## src/tocu_pkg.sv

```systemverilog
// package for the 8-bit timer output compare unit
// assumes a single 40 MHz clock domain and an AXI4-Lite register bus
package tocu_pkg;
	localparam int TOCU_DATA_W = 32;
	localparam int TOCU_ADDR_W = 8;
	localparam logic [7:0] TOCU_OFS_CTRL = 8'h00;
	localparam logic [7:0] TOCU_OFS_COUNT = 8'h04;
	localparam logic [7:0] TOCU_OFS_CMP = 8'h08;
	localparam logic [7:0] TOCU_OFS_STAT = 8'h0c;
	localparam int TOCU_CTRL_CS_LSB = 0;
	localparam int TOCU_CTRL_WGM_LSB = 3;
	localparam int TOCU_CTRL_COM_LSB = 5;
	localparam int TOCU_CTRL_FOC_BIT = 7;
	localparam int TOCU_STAT_MATCH_BIT = 0;
	localparam int TOCU_STAT_TOV_BIT = 1;
	localparam int TOCU_STAT_OUT_BIT = 2;
	localparam int TOCU_STAT_DIR_BIT = 3;
	localparam logic [1:0] TOCU_WGM_NORMAL = 2'h0;
	localparam logic [1:0] TOCU_WGM_PCPWM = 2'h1;
	localparam logic [1:0] TOCU_WGM_CTC = 2'h2;
	localparam logic [1:0] TOCU_WGM_FAST = 2'h3;
	localparam logic [1:0] TOCU_COM_NONE = 2'h0;
	localparam logic [1:0] TOCU_COM_TOGGLE = 2'h1;
	localparam logic [1:0] TOCU_COM_CLEAR = 2'h2;
	localparam logic [1:0] TOCU_COM_SET = 2'h3;
	localparam logic [7:0] TOCU_BOTTOM = 8'h00;
	localparam logic [7:0] TOCU_MAX = 8'hff;
	localparam logic [7:0] TOCU_RST_CMP = 8'h00;
	localparam logic [7:0] TOCU_RST_COUNT = 8'h00;
	localparam logic [9:0] TOCU_PRE_8 = 10'h007;
	localparam logic [9:0] TOCU_PRE_64 = 10'h03f;
	localparam logic [9:0] TOCU_PRE_256 = 10'h0ff;
	localparam logic [9:0] TOCU_PRE_1024 = 10'h3ff;
	localparam logic [1:0] TOCU_RESP_OKAY = 2'h0;
	localparam logic [1:0] TOCU_RESP_SLVERR = 2'h2;
endpackage

```

## src/tocu_top.sv

```systemverilog
// 8-bit timer output compare unit with axi4-lite register access
// assumes axi4-lite master in the core clock domain, port pin logic outside
`timescale 1ns/100ps
module tocu_top
	import tocu_pkg::*;
(
	input wire logic core_clk_in,
	input wire logic sys_rst_in,
	input wire logic [TOCU_ADDR_W-1:0] s_axi_awaddr_in,
	input wire logic s_axi_awvalid_in,
	output logic s_axi_awready_out,
	input wire logic [TOCU_DATA_W-1:0] s_axi_wdata_in,
	input wire logic [3:0] s_axi_wstrb_in,
	input wire logic s_axi_wvalid_in,
	output logic s_axi_wready_out,
	output logic [1:0] s_axi_bresp_out,
	output logic s_axi_bvalid_out,
	input wire logic s_axi_bready_in,
	input wire logic [TOCU_ADDR_W-1:0] s_axi_araddr_in,
	input wire logic s_axi_arvalid_in,
	output logic s_axi_arready_out,
	output logic [TOCU_DATA_W-1:0] s_axi_rdata_out,
	output logic [1:0] s_axi_rresp_out,
	output logic s_axi_rvalid_out,
	input wire logic s_axi_rready_in,
	input wire logic port_data_in,
	input wire logic pin_direction_bit_in,
	input wire logic match_irq_ack_in,
	output logic pin_value_out,
	output logic pin_oe_n_out,
	output logic compare_match_flag_out
);
	////////////////////////////////////////////////////////////////////////
	// bus slave state
	logic aw_hold_ff, nxt_aw_hold;
	logic w_hold_ff, nxt_w_hold;
	logic [TOCU_ADDR_W-1:0] awaddr_ff, nxt_awaddr;
	logic [TOCU_DATA_W-1:0] wdata_ff, nxt_wdata;
	logic wstrb0_ff, nxt_wstrb0;
	logic bvalid_ff, nxt_bvalid;
	logic [1:0] bresp_ff, nxt_bresp;
	logic rvalid_ff, nxt_rvalid;
	logic [1:0] rresp_ff, nxt_rresp;
	logic [TOCU_DATA_W-1:0] rdata_ff, nxt_rdata;
	logic wr_go, wr_ctrl, wr_count, wr_cmp, wr_stat;

	// timer state
	logic [2:0] cs_ff, nxt_cs;
	logic [1:0] wgm_ff, nxt_wgm;
	logic [1:0] com_ff, nxt_com;
	logic [7:0] count_ff, nxt_count;
	logic down_ff, nxt_down;
	logic [7:0] cmp_act_ff, nxt_cmp_act;
	logic [7:0] cmp_buf_ff, nxt_cmp_buf;
	logic out_ff, nxt_out;
	logic match_flag_ff, nxt_match_flag;
	logic tov_ff, nxt_tov;
	logic block_ff, nxt_block;
	logic tick, is_pwm, match, match_ok, force_hit;
	logic [7:0] cmp_view;

	tocu_tick u_tick (
		.core_clk_in(core_clk_in),
		.sys_rst_in(sys_rst_in),
		.clk_sel_in(cs_ff),
		.tick_out(tick)
	);

	////////////////////////////////////////////////////////////////////////
	// axi4-lite write and read channels
	assign s_axi_awready_out = !aw_hold_ff && !bvalid_ff;
	assign s_axi_wready_out = !w_hold_ff && !bvalid_ff;
	assign s_axi_bvalid_out = bvalid_ff;
	assign s_axi_bresp_out = bresp_ff;
	assign s_axi_arready_out = !rvalid_ff;
	assign s_axi_rvalid_out = rvalid_ff;
	assign s_axi_rresp_out = rresp_ff;
	assign s_axi_rdata_out = rdata_ff;

	always_comb begin
		nxt_aw_hold = aw_hold_ff;
		nxt_w_hold = w_hold_ff;
		nxt_awaddr = awaddr_ff;
		nxt_wdata = wdata_ff;
		nxt_wstrb0 = wstrb0_ff;
		nxt_bvalid = bvalid_ff;
		nxt_bresp = bresp_ff;
		if (s_axi_awvalid_in && s_axi_awready_out) begin
			nxt_aw_hold = 1'b1;
			nxt_awaddr = s_axi_awaddr_in;
		end
		if (s_axi_wvalid_in && s_axi_wready_out) begin
			nxt_w_hold = 1'b1;
			nxt_wdata = s_axi_wdata_in;
			nxt_wstrb0 = s_axi_wstrb_in[0];
		end
		wr_go = aw_hold_ff && w_hold_ff && !bvalid_ff;
		if (wr_go) begin
			nxt_aw_hold = 1'b0;
			nxt_w_hold = 1'b0;
			nxt_bvalid = 1'b1;
			case (awaddr_ff)
				TOCU_OFS_CTRL, TOCU_OFS_COUNT, TOCU_OFS_CMP, TOCU_OFS_STAT:
					nxt_bresp = TOCU_RESP_OKAY;
				default: nxt_bresp = TOCU_RESP_SLVERR;
			endcase
		end
		if (bvalid_ff && s_axi_bready_in) begin
			nxt_bvalid = 1'b0;
		end
		wr_ctrl = wr_go && wstrb0_ff && (awaddr_ff == TOCU_OFS_CTRL);
		wr_count = wr_go && wstrb0_ff && (awaddr_ff == TOCU_OFS_COUNT);
		wr_cmp = wr_go && wstrb0_ff && (awaddr_ff == TOCU_OFS_CMP);
		wr_stat = wr_go && wstrb0_ff && (awaddr_ff == TOCU_OFS_STAT);
	end

	// compare reads return the register the cpu currently addresses
	assign cmp_view = is_pwm ? cmp_buf_ff : cmp_act_ff;

	always_comb begin
		nxt_rvalid = rvalid_ff;
		nxt_rresp = rresp_ff;
		nxt_rdata = rdata_ff;
		if (s_axi_arvalid_in && s_axi_arready_out) begin
			nxt_rvalid = 1'b1;
			nxt_rresp = TOCU_RESP_OKAY;
			nxt_rdata = '0;
			case (s_axi_araddr_in)
				TOCU_OFS_CTRL: begin
					nxt_rdata[TOCU_CTRL_CS_LSB +: 3] = cs_ff;
					nxt_rdata[TOCU_CTRL_WGM_LSB +: 2] = wgm_ff;
					nxt_rdata[TOCU_CTRL_COM_LSB +: 2] = com_ff;
				end
				TOCU_OFS_COUNT: nxt_rdata[7:0] = count_ff;
				TOCU_OFS_CMP: nxt_rdata[7:0] = cmp_view;
				TOCU_OFS_STAT: begin
					nxt_rdata[TOCU_STAT_MATCH_BIT] = match_flag_ff;
					nxt_rdata[TOCU_STAT_TOV_BIT] = tov_ff;
					nxt_rdata[TOCU_STAT_OUT_BIT] = out_ff;
					nxt_rdata[TOCU_STAT_DIR_BIT] = down_ff;
				end
				default: nxt_rresp = TOCU_RESP_SLVERR;
			endcase
		end else if (rvalid_ff && s_axi_rready_in) begin
			nxt_rvalid = 1'b0;
		end
	end

	////////////////////////////////////////////////////////////////////////
	// counter, compare and waveform logic
	assign is_pwm = (wgm_ff == TOCU_WGM_PCPWM) || (wgm_ff == TOCU_WGM_FAST);
	assign match = (count_ff == cmp_act_ff);
	assign match_ok = tick && match && !block_ff;
	// force bit is a strobe: acted on during a write in normal or ctc mode, never stored
	assign force_hit = wr_ctrl && !is_pwm && wr_ctrl_force(wdata_ff);

	function automatic logic wr_ctrl_force(input logic [TOCU_DATA_W-1:0] d);
		return d[TOCU_CTRL_FOC_BIT];
	endfunction

	always_comb begin
		nxt_cs = cs_ff;
		nxt_wgm = wgm_ff;
		nxt_com = com_ff;
		nxt_count = count_ff;
		nxt_down = down_ff;
		nxt_cmp_act = cmp_act_ff;
		nxt_cmp_buf = cmp_buf_ff;
		nxt_out = out_ff;
		nxt_match_flag = match_flag_ff;
		// a clear written now loses to an overflow event below
		nxt_tov = tov_ff && !(wr_stat && wdata_ff[TOCU_STAT_TOV_BIT]);
		nxt_block = block_ff;
		if (tick) begin
			nxt_block = 1'b0;
			// counting ignores the action field
			case (wgm_ff)
				TOCU_WGM_NORMAL: begin
					nxt_count = count_ff + 8'h01;
					if (count_ff == TOCU_MAX) nxt_tov = 1'b1;
				end
				TOCU_WGM_CTC: begin
					if (match) begin
						nxt_count = TOCU_BOTTOM;
					end else begin
						nxt_count = count_ff + 8'h01;
					end
					if (count_ff == TOCU_MAX) nxt_tov = 1'b1;
				end
				TOCU_WGM_FAST: begin
					nxt_count = count_ff + 8'h01;
					if (count_ff == TOCU_MAX) begin
						nxt_tov = 1'b1;
						nxt_cmp_act = cmp_buf_ff;
					end
				end
				TOCU_WGM_PCPWM: begin
					if (!down_ff && count_ff == TOCU_MAX) begin
						nxt_down = 1'b1;
						nxt_count = count_ff - 8'h01;
						nxt_cmp_act = cmp_buf_ff;
					end else if (down_ff && count_ff == TOCU_BOTTOM) begin
						nxt_down = 1'b0;
						nxt_count = count_ff + 8'h01;
						nxt_tov = 1'b1;
					end else begin
						nxt_count = down_ff ? count_ff - 8'h01 : count_ff + 8'h01;
					end
				end
				default: nxt_count = count_ff;
			endcase
			if (match_ok) nxt_match_flag = 1'b1;
			// waveform action uses the live action field
			if (match_ok) begin
				case (com_ff)
					TOCU_COM_TOGGLE: nxt_out = !out_ff;
					TOCU_COM_CLEAR: begin
						if (wgm_ff == TOCU_WGM_PCPWM) nxt_out = down_ff;
						else nxt_out = 1'b0;
					end
					TOCU_COM_SET: begin
						if (wgm_ff == TOCU_WGM_PCPWM) nxt_out = !down_ff;
						else nxt_out = 1'b1;
					end
					default: nxt_out = out_ff;
				endcase
			end else if (wgm_ff == TOCU_WGM_FAST && count_ff == TOCU_MAX) begin
				if (com_ff == TOCU_COM_CLEAR) nxt_out = 1'b1;
				if (com_ff == TOCU_COM_SET) nxt_out = 1'b0;
			end
		end
		// force touches only the output state
		if (force_hit) begin
			case (com_ff)
				TOCU_COM_TOGGLE: nxt_out = !out_ff;
				TOCU_COM_CLEAR: nxt_out = 1'b0;
				TOCU_COM_SET: nxt_out = 1'b1;
				default: nxt_out = out_ff;
			endcase
		end
		// set wins over a simultaneous clear
		if ((wr_stat && wdata_ff[TOCU_STAT_MATCH_BIT]) || match_irq_ack_in) begin
			if (!match_ok) nxt_match_flag = 1'b0;
		end
		if (wr_ctrl) begin
			nxt_cs = wdata_ff[TOCU_CTRL_CS_LSB +: 3];
			nxt_wgm = wdata_ff[TOCU_CTRL_WGM_LSB +: 2];
			nxt_com = wdata_ff[TOCU_CTRL_COM_LSB +: 2];
		end
		if (wr_cmp) begin
			if (is_pwm) nxt_cmp_buf = wdata_ff[7:0];
			else nxt_cmp_act = wdata_ff[7:0];
			if (!is_pwm) nxt_cmp_buf = wdata_ff[7:0];
		end
		// cpu write wins over count; blocks match flag and output action, not the ctc clear, until next tick ends
		if (wr_count) begin
			nxt_count = wdata_ff[7:0];
			nxt_block = 1'b1;
		end
	end

	////////////////////////////////////////////////////////////////////////
	// pin override
	always_comb begin
		pin_value_out = (com_ff != TOCU_COM_NONE) ? out_ff : port_data_in;
		pin_oe_n_out = !pin_direction_bit_in;
	end
	assign compare_match_flag_out = match_flag_ff;

	////////////////////////////////////////////////////////////////////////
	// registers
	always_ff @(posedge core_clk_in) begin
		if (sys_rst_in) begin
			aw_hold_ff <= 1'b0;
			w_hold_ff <= 1'b0;
			awaddr_ff <= '0;
			wdata_ff <= '0;
			wstrb0_ff <= 1'b0;
			bvalid_ff <= 1'b0;
			bresp_ff <= TOCU_RESP_OKAY;
			rvalid_ff <= 1'b0;
			rresp_ff <= TOCU_RESP_OKAY;
			rdata_ff <= '0;
			cs_ff <= 3'h0;
			wgm_ff <= TOCU_WGM_NORMAL;
			com_ff <= TOCU_COM_NONE;
			count_ff <= TOCU_RST_COUNT;
			down_ff <= 1'b0;
			cmp_act_ff <= TOCU_RST_CMP;
			cmp_buf_ff <= TOCU_RST_CMP;
			out_ff <= 1'b0;
			match_flag_ff <= 1'b0;
			tov_ff <= 1'b0;
			block_ff <= 1'b0;
		end else begin
			aw_hold_ff <= nxt_aw_hold;
			w_hold_ff <= nxt_w_hold;
			awaddr_ff <= nxt_awaddr;
			wdata_ff <= nxt_wdata;
			wstrb0_ff <= nxt_wstrb0;
			bvalid_ff <= nxt_bvalid;
			bresp_ff <= nxt_bresp;
			rvalid_ff <= nxt_rvalid;
			rresp_ff <= nxt_rresp;
			rdata_ff <= nxt_rdata;
			cs_ff <= nxt_cs;
			wgm_ff <= nxt_wgm;
			com_ff <= nxt_com;
			count_ff <= nxt_count;
			down_ff <= nxt_down;
			cmp_act_ff <= nxt_cmp_act;
			cmp_buf_ff <= nxt_cmp_buf;
			out_ff <= nxt_out;
			match_flag_ff <= nxt_match_flag;
			tov_ff <= nxt_tov;
			block_ff <= nxt_block;
		end
	end
endmodule // tocu_top

```

## src/tocu_tick.sv

```systemverilog
// timer clock enable generator: prescaled tick from the i/o clock
// assumes clock select 0 stops the timer clock entirely
`timescale 1ns/100ps
module tocu_tick
	import tocu_pkg::*;
(
	input wire logic core_clk_in,
	input wire logic sys_rst_in,
	input wire logic [2:0] clk_sel_in,
	output logic tick_out
);
	logic [9:0] pre_ff;
	logic [9:0] nxt_pre;
	logic hit;

	always_comb begin
		nxt_pre = pre_ff + 10'h001;
		case (clk_sel_in)
			3'h1: hit = 1'b1;
			3'h2: hit = (pre_ff[2:0] == TOCU_PRE_8[2:0]);
			3'h3: hit = (pre_ff[5:0] == TOCU_PRE_64[5:0]);
			3'h4: hit = (pre_ff[7:0] == TOCU_PRE_256[7:0]);
			3'h5: hit = (pre_ff == TOCU_PRE_1024);
			default: hit = 1'b0;
		endcase
		if (clk_sel_in == 3'h0) begin
			nxt_pre = 10'h000;
		end
	end

	always_ff @(posedge core_clk_in) begin
		if (sys_rst_in) begin
			pre_ff <= 10'h000;
		end else begin
			pre_ff <= nxt_pre;
		end
	end

	assign tick_out = hit;
endmodule // tocu_tick

```

## config.mk

```make
export PLATFORM = sky130hd
export DESIGN_NAME = tocu_top
export DESIGN_NICKNAME = d
export VERILOG_FILES = /design/src/tocu_pkg.sv /design/src/tocu_top.sv /design/src/tocu_tick.sv
export SDC_FILE = /design/constraint.sdc
export NUM_CORES = 1
export LEC_CHECK = 0
export BUFFER_PORTS_ARGS = -buffer_cell sky130_fd_sc_hd__buf_2
export CAP_MARGIN = 15
export CORE_AREA = 2 2 113 87
export DETAILED_ROUTE_END_ITERATION = 10
export DIE_AREA = 0 0 115 89
export PLACE_DENSITY = 0.88
export SYNTH_ARGS = -nofsm -noshare
export SYNTH_HDL_FRONTEND = slang
export SYNTH_SLANG_ARGS = --single-unit
```

## constraint.sdc

```tcl
create_clock -name core_clk_in -period 2.3 [get_ports core_clk_in]
set_input_delay 0.115 -clock core_clk_in [delete_from_list [all_inputs] [get_ports core_clk_in]]
set_output_delay 0.115 -clock core_clk_in [all_outputs]
set_load 0.02 [all_outputs]
```

==> results of run 1 <==
[power by group through the flow]
stage               logic, uW  registers [uW]  clock network (uW)
floorplan                 190            1420                   0
global placement          216            1420                   0
detailed placement        223            1420                   0
CTS                       227            1390                1390
global route              251            1400                1450
finish                    230            1390                1400
[metrics by stage]
step	worst slack (ns)	utilization [%]	TNS [ns]	hold WS, ns	power (uW)
floorplan	0.0918	-	0	0.214	1610
global placement	0.0550	52.6	0	0.302	1640
detailed placement	-0.0322	52.6	-0.178	0.325	1650
CTS	0.00603	56.5	0	0.00401	3010
global route	-0.0857	57.7	-0.0909	0.00685	3100
finish	-0.0204	57.7	-0.0204	0.00494	3020
[sequential cells by signal, indices dropped and copies added (netlist names), 2 cells and up]
signal,count
u_tick.pre_ff,10
awaddr_ff,8
cmp_act_ff,8
cmp_buf_ff,8
count_ff,8
s_axi_rdata_out,8
wdata_ff,8
cs_ff,3
com_ff,2
wgm_ff,2
[synthesized netlist by cell type, types with 4 or more instances]
cell type and number:
buf_4 28, mux2_2 4, inv_1 23, nand3b_1 4, xnor2_1 21, a21oi_1 27, dfxtp_1 77, nand4_1 6
xor2_1 6, nor3_1 19, nand2b_1 4, a311oi_1 6, a22oi_1 9, ha_1 8, a31oi_1 4, clkbuf_1 17
a221oi_1 8, o211ai_1 5, o21a_1 4, mux4_2 4, nand2_1 53, mux2i_1 25, o21ai_0 9, nand3_1 12
nor2_1 69
[placed cells by master (no fill, tap or decap), drive strengths merged, types with 6 or more instances in the layout]
master	instances
a311oi	6
nor2	70
nand3	12
mux2i	25
xor2	6
buf	83
dfxtp	77
o21ai	10
xnor2	21
nand2	53
nor4	6
inv	27
nand4	6
a221oi	8
ha	8
nor3	20
a22oi	9
conb	26
clkbuf	9
a21oi	27
[routing by layer]
metal,track usage (%),routed length (um),up-vias
met5,0,0,-
met4,7.01,243,0
met3,4.75,1070,24
met2,38.7,5710,207
met1,29.8,4960,1895
li1,-,-,1917
[worst max-delay path: stages (launching register included)]
cell	delay [ns]
dfxtp_1	0.38
or4_4	0.56
nor4_4	0.27
o21ai_1	0.15
a21o_1	0.21
o2111a_1	0.27
nor4_1	0.36
[logic make-up (layout without fill, tap and decap cells)]
family | after synthesis | after routing | share of synthesized area [%]
xor+xnor | 27 | 27 | 5.41
compound gates | 99 | 99 | 15.9
simple gates | 198 | 198 | 22.6
buf+inv | 77 | 124 | 9.59
mux | 33 | 33 | 8.82
flops | 77 | 77 | 35.3
fa+ha+maj | 8 | 8 | 2.29
other cells | 1 | 26 | 0.0858
[worst paths after layout]
path	slack, ns	endpoint	cells past startpoint	startpoint
worst max-delay path	-0.02	count_ff[2]$_SDFFE_PP0P_	6	count_ff[3]$_SDFFE_PP0P_
worst min-delay path	0.005	awaddr_ff[4]$_SDFFE_PP0P_	3	s_axi_awaddr_in[4]
worst max register to register	-0.02	count_ff[2]$_SDFFE_PP0P_	6	count_ff[3]$_SDFFE_PP0P_
worst min register to register	0.46	awaddr_ff[4]$_SDFFE_PP0P_	2	awaddr_ff[4]$_SDFFE_PP0P_
[final cells by class]
cell class	count	area, um2	area share (%)
Clock buffer	9	225	4.33
Timing Repair Buffer	84	515	9.91
Inverter	24	90.1	1.73
Tap cell	112	140	2.69
Clock inverter	7	67.6	1.30
Sequential cell	77	1540	29.7
Multi-Input combinational cell	391	2620	50.4
[repair_timing]
action,CTS,global route
endpoints found under the hold margin,1,0
hold buffers,1,0
setup endpoints to repair,13,16
gates resized for setup,9,12
setup buffers,0,4
pin swaps,0,3
==> results.md, run 1 <==
- WP data arrival: 2.53 ns
- Maximum VDD drop: 0.482 mV
- Core Region: 9010 um2
- Initial Utilization: 48.5%
- Worst path required time: 2.51 ns
- Sw frac: 27.4%
- Crit end category: flip-flop
- Top cells by area, synth: dfxtp_1, nor2_1, mux2i_1, buf_4, nand2_1
- CTS clk-pin slew, worst paths: 0.07 ns
- Root Driver: clkbuf_16
- Vias: 4043
- Share of post-route cells with drive strength above 1: 24.2%
- Setup crit start kind: flip-flop
- Worst Path Max Fanout: 5
- Drt initial violations: 430
- Global-route wire length before repair: 18.4 mm
- Antenna Violating Nets Remaining: 0
- Pwr dens: 581 nW/um2
- Comb pwr share: 7.6%
- Clock Latency Late Sink: 0.34 ns
- I/O Buffers: 52
- I/O pin total: 106
- Synth top area share: 35.3%
- Die Area: 10200 um2
- Largest net degree at the start of global routing: 72
- Vias in the first global route: 3820
- Dominant cell type by area after synthesis: dfxtp_1
- Routed wire length: 12.0 mm
- Non-Filler Instances: 704
- Clock Power Share: 46.2%
- Synthesized area per cell: 8.40 um2
- Max-cap violation count: 0
- Placed instance count: 683
- Pleak: 0.00222 uW
- Async S/R FF share, synth: 0%
- H-tree levels: 3
- Final hold vios: 0
- Total GRT Usage: 22.9%
- Cells after synthesis: 520
- Internal: 2190 uW
- Antenna violations before repair: 0
- EDFF count, synth: 0
- Net Switching: 826 uW
- Area growth, synth to finish: 19.0%
- DRC: 0
- Period utilisation layout: 101%
- Pre-antenna DRT Iters: 5
- Clk sink count: 77
- Clock Tree Buf Depth: 2
- Synth cell types: 67
- DP HPWL: 8.20 mm
- Final Setup Violations: 1
- Worst-margin pin slew: 0.742 ns
- NumNets Final: 657
- Count of state elements after synthesis: 77
- Fillers: 762
- Sequential fraction of the synthesis area: 35.3%
- Mapped cell area: 4370 um2
- Final WS setup: -0.0204 ns
- Num CTS Buffers: 9
- Clk_skew: 0.00916 ns
- Critical path class: flip-flop to flip-flop
- CTS tree: yes
- Max-slew violations: 0
- Placed Area: 4740 um2
- Minimum clock period: 2.32 ns
- Ant diodes: 0
- Die Y: 89 um
- Slew headroom: 50.6%
- Flop pwr share: 46.2%
- Status: complete, but fails checks
- GP Congestion: 0.925
- F_max: 0.431 GHz
- Design Area, Final: 5200 um2
- HP Class: input port to flip-flop
- Die Width: 115 um
- Site row count: 30
- YS warnings: 0
- Synth Flop Type: dfxtp_1
- Wire per inst: 17.0 um
- Routed vias/inst: 5.74
- Total grt overflow: 0
- Failing checks: negative setup slack
Note: power is estimated with default switching activity, not from simulation.
==> run 2: changes to the inputs <==
CELL_PAD_IN_SITES_DETAIL_PLACEMENT = 1   (was unset)
CELL_PAD_IN_SITES_GLOBAL_PLACEMENT = 2   (was unset)
CORE_AREA = 2 2 148 114   (was 2 2 113 87)
DIE_AREA = 0 0 150 116   (was 0 0 115 89)
PLACE_DENSITY = 0.87   (was 0.88)
==> results.md, run 2 (synthesis gave the netlist of run 1 again) <==
- Status: complete, no violations
- Unrepaired setup endpoints after global routing: yes
- Initial Utilization: 27.6% (-21 points)
- Global-route wire length before repair: 21.5 mm (+17%)
- Clock Latency Late Sink: 0.34 ns (about the same)
- Routed wire length: 13.4 mm (+12%)
- Period utilisation layout: 98.1% (-2.8 points)
- Antenna Violating Nets Remaining: 0 (unchanged)
- I/O pin total: 106 (unchanged)
- Routed vias/inst: 4.99 (-13%)
- DP HPWL: 9.98 mm (+22%)
- Crit end category: flip-flop
- Placed Area: 4890 um2 (+3.2%)
- Reg with most FFs: u_tick.pre_ff
- Drt initial violations: 271 (-37%)
- I/O Buffers: 52 (unchanged)
- GP Congestion: 0.904 (-2.3%)
- Setup Total Neg Slack: 0 ns (+0.0204 ns)
- Clk sink count: 77 (unchanged)
- Final WS setup: 0.0445 ns (+0.0649 ns)
- Maximum VDD drop: 0.428 mV (-11%)
- Vias in the first global route: 4011 (+5.0%)
- Clk_skew: 0.00597 ns (-0.00320 ns)
- Commonest non-fill, non-tap cells in the layout: dfxtp_1, nor2_1, nand2_1
- Pwr Total: 3300 uW (+9.3%)
- Root Driver: clkbuf_16
- HP Class: input port to flip-flop
- Max-slew violations: 0 (unchanged)
- Placed instance count: 785 (+15%)
- Share of post-route cells with drive strength above 1: 24.3% (+0.17 points)
- Design Area, Final: 5370 um2 (+3.3%)
- Clock Tree Buf Depth: 2 (unchanged)
- Worst Path Max Fanout: 8 (+3)
- Core Region: 15800 um2 (+76%)
- Wire per inst: 16.7 um (-2.1%)
- Largest net degree at the start of global routing: 72 (unchanged)
- Total grt overflow: 0 (unchanged)
- Ant diodes: 0 (unchanged)
- F_max: 0.443 GHz (+2.9%)
- Slew headroom: 48.4% (-2.2 points)
- Final Setup Violations: 0 (-1)
- Setup Slack @ Placement: -0.256 ns (-0.224 ns)
- Site row count: 40 (+33%)
- Total GRT Usage: 15.8% (-7.0 points)
- Critical path class: flip-flop to flip-flop
- Die Width: 150 um (+30%)
- Die Area: 17400 um2 (+70%)
- CTS clk-pin slew, worst paths: 0.06 ns (about the same)
- Antenna violations before repair: 0 (unchanged)
- DRC: 0 (unchanged)
- Slowest stage cell on the critical path: or4_4
- Vias: 4024 (-0.47%)
- Non-Filler Instances: 806 (+14%)
- Final hold vios: 0 (unchanged)
- Setup crit start kind: flip-flop
- CP cell instances: or4_4 -> nor4_4 -> nand3b_1 -> or3_4 -> nor2_1 -> nor3_1
- Num CTS Buffers: 9 (unchanged)
- Max-cap violation count: 0 (unchanged)
- CP max stage delay: 0.56 ns (about the same)
- Most common cell after layout, fill and taps aside: dfxtp_1
- Area growth, synth to finish: 23.0%
- WP data arrival: 2.45 ns (-0.08 ns)
- Worst path required time: 2.49 ns (-0.02 ns)
- H-tree levels: 3 (unchanged)
- CTS tree: yes
- NumNets Final: 661 (+0.61%)
- Worst-margin pin slew: 0.774 ns (+0.0323 ns)
- Max reg flops: 10 (unchanged)
- Pwr dens: 614 nW/um2 (+5.7%)
- Minimum clock period: 2.26 ns (-0.0649 ns)
- Pleak: 0.00224 uW (+1.2%)
- Die Y: 116 um (+30%)
- Pre-antenna DRT Iters: 4 (-1)
run 2: cell count changes in the layout (fill, tap and decap cells not counted), moves of 2 or more:
cell	change
nor2_2	+2
nor2_1	-4
a221oi_1	+7
dfxtp_2	+2
bufinv_16	+3
buf_4	+3
dfxtp_1	-2
nor2_4	+2
a221oi_2	-7
run 2: path summary, 6_finish.rpt:
check | endpoint | cells past startpoint | slack, ns | start
worst max register to register | cmp_act_ff[3]$_SDFF_PP0_ | 6 | 0.04 | awaddr_ff[7]$_SDFFE_PP0P_
worst min register to register | awaddr_ff[4]$_SDFFE_PP0P_ | 2 | 0.46 | awaddr_ff[4]$_SDFFE_PP0P_
worst min-delay path | awaddr_ff[6]$_SDFFE_PP0P_ | 3 | 0.01 | s_axi_awaddr_in[6]
worst max-delay path | cmp_act_ff[3]$_SDFF_PP0_ | 6 | 0.04 | awaddr_ff[7]$_SDFFE_PP0P_
run 2: layer usage:
metal	global-route usage, %	up-vias	part of all wire [%]
met5	0	-	0
li1	-	1931	-
met4	3.27	0	1.1
met3	3.90	13	5.0
met2	24.7	107	45
met1	22.3	1973	49
run 2: final cells by class:
cell class,count,area (um2)
Inverter,24,90.1
Sequential cell,77,1550
Multi-Input combinational cell,391,2590
Tap cell,210,263
Clock buffer,10,229
Timing Repair Buffer,88,539
Clock inverter,6,116
Fill cell,1898,10400
run 2: timing repair:
item,CTS,global route
gates resized for setup,7,17
hold buffers,1,1
buffers inserted,1,2
hold endpoints to repair,1,1
pin swaps,1,3
setup endpoints to repair,19,17
run 2: report_power, final:
group          internal [uW]  switching (uW)  total [uW]  leakage [uW]
Sequential              1360            39.0        1400      0.000625
Combinational           76.6             158         234       0.00145
Clock                   1070             595        1670      0.000168
Total                   2510             792        3300       0.00224
run 2: through the flow:
stage               util [%]  hold WS, ns
detailed placement      30.9        0.315
global route            34.0      0.00723
finish                  34.0       0.0110
global placement        30.9        0.298
CTS                     33.5      0.00134
floorplan                  -        0.214
run 2: critical path: cells and delay by family, from the launching register on:
kind | cells | cell delay (ns)
and+or+nand+nor | 6 | 1.79
DFF | 1 | 0.31
==> run 3: changes to the inputs <==
ABC_AREA = 1   (was unset)
CORE_AREA = 2 2 156 120   (was 2 2 148 114)
DIE_AREA = 0 0 158 122   (was 0 0 150 116)
PLACE_DENSITY = 0.88   (was 0.87)
clock period = 1.8 ns   (was 2.3 ns; I/O delays follow)
==> results.md, run 3 <==
- Root Driver: clkbuf_16
- Total GRT Usage: 16.5% (+0.70 points)
- Most common cell after layout, fill and taps aside: nand2_1
- Clock Latency Late Sink: 0.34 ns (about the same)
- Async S/R FF share, synth: 0% (unchanged)
- Synth top area share: 33.8% (-1.4 points)
- Final hold vios: 0 (unchanged)
- CTS clk-pin slew, worst paths: 0.06 ns (about the same)
- Setup crit start kind: flip-flop
- Pleak: 0.00254 uW (+13%)
- CP cell instances: ha_2 -> nand2_2 -> nor2_4 -> nand2_4 -> nand2_2 -> nand2_4 -> nor2_4 -> nand3_1 -> nand4_1 -> nand2_1 -> a21oi_1
- Global-route wire length before repair: 24.7 mm (+15%)
- Max-cap violation count: 0 (unchanged)
- Setup Total Neg Slack: 0 ns (unchanged)
- Placed instance count: 1022 (+30%)
- Antenna violations before repair: 1 (+1)
- Die Area: 19300 um2 (+11%)
- Reg with most FFs: u_tick.pre_ff
- Synth Flop Type: dfxtp_1
- Site row count: 43 (+7.5%)
- Pwr dens: 727 nW/um2 (+18%)
- Max reg flops: 10 (unchanged)
- Drt initial violations: 314 (+16%)
- WP data arrival: 2.04 ns (-0.41 ns)
- Area growth, synth to finish: 28.1%
- I/O Buffers: 52 (unchanged)
- Unrepaired setup endpoints after global routing: yes
- Pre-antenna DRT Iters: 5 (+1)
- F_max: 0.564 GHz (+27%)
- Max-slew violations: 0 (unchanged)
- Share of post-route cells with drive strength above 1: 22.5% (-1.8 points)
- Setup Slack @ Placement: -0.127 ns (+0.129 ns)
- Top cells by area, synth: dfxtp_1, nand2_1, o21ai_0, nor2_1, a21oi_1
- Routed wire length: 15.3 mm (+14%)
- Die Width: 158 um (+5.3%)
- Synth cell count leaders: nand2_1, nor2_1, o21ai_0, dfxtp_1, inv_1
- Dominant cell type by area after synthesis: dfxtp_1
- DP HPWL: 11.7 mm (+17%)
- Mapped cell area: 4560 um2 (+4.3%)
- I/O pin total: 106 (unchanged)
- Clock Tree Buf Depth: 2 (unchanged)
- CP delay by family, top: simple AND/OR/NAND/NOR gates
- Cells after synthesis: 692 (+33%)
- EDFF count, synth: 0 (unchanged)
- Final Setup Violations: 0 (unchanged)
- HP Class: input port to flip-flop
- Clk_skew: 0.00671 ns (+0.000739 ns)
- Num CTS Buffers: 9 (unchanged)
- Non-Filler Instances: 1047 (+30%)
- Initial Utilization: 25.4% (-2.3 points)
- H-tree levels: 3 (unchanged)
- Worst-margin pin slew: 0.549 ns (-0.224 ns)
- Wire per inst: 14.6 um (-12%)
- Period utilisation layout: 98.5% (+0.48 points)
- Dominant cell by count in the synthesized netlist: nand2_1
- Slowest stage cell on the critical path: dfxtp_2
- Sequential fraction of the synthesis area: 33.8% (-1.4 points)
- Slew headroom: 63.1% (+15 points)
- Clk sink count: 77 (unchanged)
- Count of state elements after synthesis: 77 (unchanged)
- Worst path required time: 2.07 ns (-0.42 ns)
- WP buf/inv: 0 (unchanged)
- Routed vias/inst: 4.54 (-9.1%)
- Minimum clock period: 1.77 ns (-0.482 ns)
- Hold Slack: 0.00558 ns (-0.00538 ns)
- Die Y: 122 um (+5.2%)
- GP Congestion: 0.869 (-3.8%)
- Commonest non-fill, non-tap cells in the layout: nand2_1, nor2_1, o21ai_0
- Vias in the first global route: 4730 (+18%)
- Core Region: 18000 um2 (+14%)
- Final WS setup: 0.0262 ns (-0.0183 ns)
- YS warnings: 0 (unchanged)
- Total grt overflow: 0 (unchanged)
- Vias: 4751 (+18%)
- Synth cell types: 37 (-45%)
- Synthesized area per cell: 6.58 um2 (-22%)
- Status: complete, no violations
- NumNets Final: 864 (+31%)
- Placed Area: 5350 um2 (+9.4%)
- Design Area, Final: 5840 um2 (+8.6%)
- Crit end category: flip-flop
- CP max stage delay: 0.34 ns (-0.22 ns)
- Largest net degree at the start of global routing: 38 (-47%)
- Worst Path Max Fanout: 6 (-2)
- Maximum VDD drop: 0.360 mV (-16%)
- Critical path class: flip-flop to flip-flop
- CTS tree: yes
- Antenna Violating Nets Remaining: 0 (unchanged)
- DRC: 0 (unchanged)
run 3: cell count changes after synthesis, moves of 14 or more:
| cell | previous run | this run |
|---|---|---|
| nand3_1 | 12 | 33 |
| o21ai_0 | 9 | 82 |
| mux2i_1 | 25 | 0 |
| nor3_1 | 19 | 5 |
| nand2_1 | 53 | 136 |
| inv_1 | 23 | 75 |
| a21oi_1 | 27 | 62 |
| xnor2_1 | 21 | 4 |
| nor2_1 | 69 | 88 |
run 3: final cells by class:
type | instances | area, um2
diodes | 1 | 2.50
clock buffers | 11 | 243
clock inverters | 5 | 82.6
fillers | 2315 | 12100
inverters | 82 | 315
multi-input cells | 510 | 2570
flip-flops and latches | 77 | 1550
well taps | 247 | 309
repair buffers | 114 | 766
run 3: report_power, final:
group	internal [uW]	switching (uW)	leakage [uW]
logic	129	272	0.00175
clock network	1260	759	0.000160
registers	1760	65.2	0.000629
total	3150	1100	0.00254
run 3: path summary, 6_finish.rpt:
check | start | endpoint | slack (ns) | cells past startpoint
setup / recovery | count_ff[0]$_SDFFE_PP0P_ | count_ff[4]$_SDFFE_PP0P_ | 0.03 | 11
hold / removal | s_axi_wdata_in[4] | wdata_ff[4]$_SDFFE_PP0P_ | 0.006 | 3
setup reg to reg | count_ff[0]$_SDFFE_PP0P_ | count_ff[4]$_SDFFE_PP0P_ | 0.03 | 11
hold reg to reg | s_axi_rdata_out[0]$_SDFFE_PP0P_ | s_axi_rdata_out[0]$_SDFFE_PP0P_ | 0.46 | 2
run 3: timing repair:
action                                  4_1_cts  5_1_grt
endpoints found under the hold margin         3        0
resized for setup                             8       30
endpoints found under the setup margin       23       23
pin swaps                                     1        6
hold buffers                                  3        0
buffers inserted                              2        3
run 3: per-stage QoR:
stage	util, %	power (uW)
after CTS	31.9	4300
after detailed placement	29.8	2250
after global routing	32.5	4440
after global placement	29.8	2250
final	32.5	4240
after floorplan	-	2140
run 3: routing by layer:
layer / up-vias / global-route usage (%) / share of wire, %
li1: 2407 / - / -
met1: 2226 / 25.1 / 53
met3: 4 / 2.77 / 5.8
met4: 0 / 3.66 / 0.41
met2: 114 / 24.2 / 41
met5: - / 0 / 0
run 3: logic make-up after synthesis:
kind of cell / synth area share, %
adders and majority gates: 2.20
DFF: 33.8
xor gates and xnor gates: 1.92
buffers and inverters: 13.3
AOI/OAI and AO/OA: 19.8
and+or+nand+nor: 28.9
other: 0.0823
run 3: worst register-to-register path, stage by stage, from the launching register on:
cell	delay, ns
dfxtp_2	0.34
ha_2	0.20
nand2_2	0.08
nor2_4	0.14
nand2_4	0.10
nand2_2	0.11
nand2_4	0.08
nor2_4	0.20
nand3_1	0.10
nand4_1	0.16
nand2_1	0.08
a21oi_1	0.11
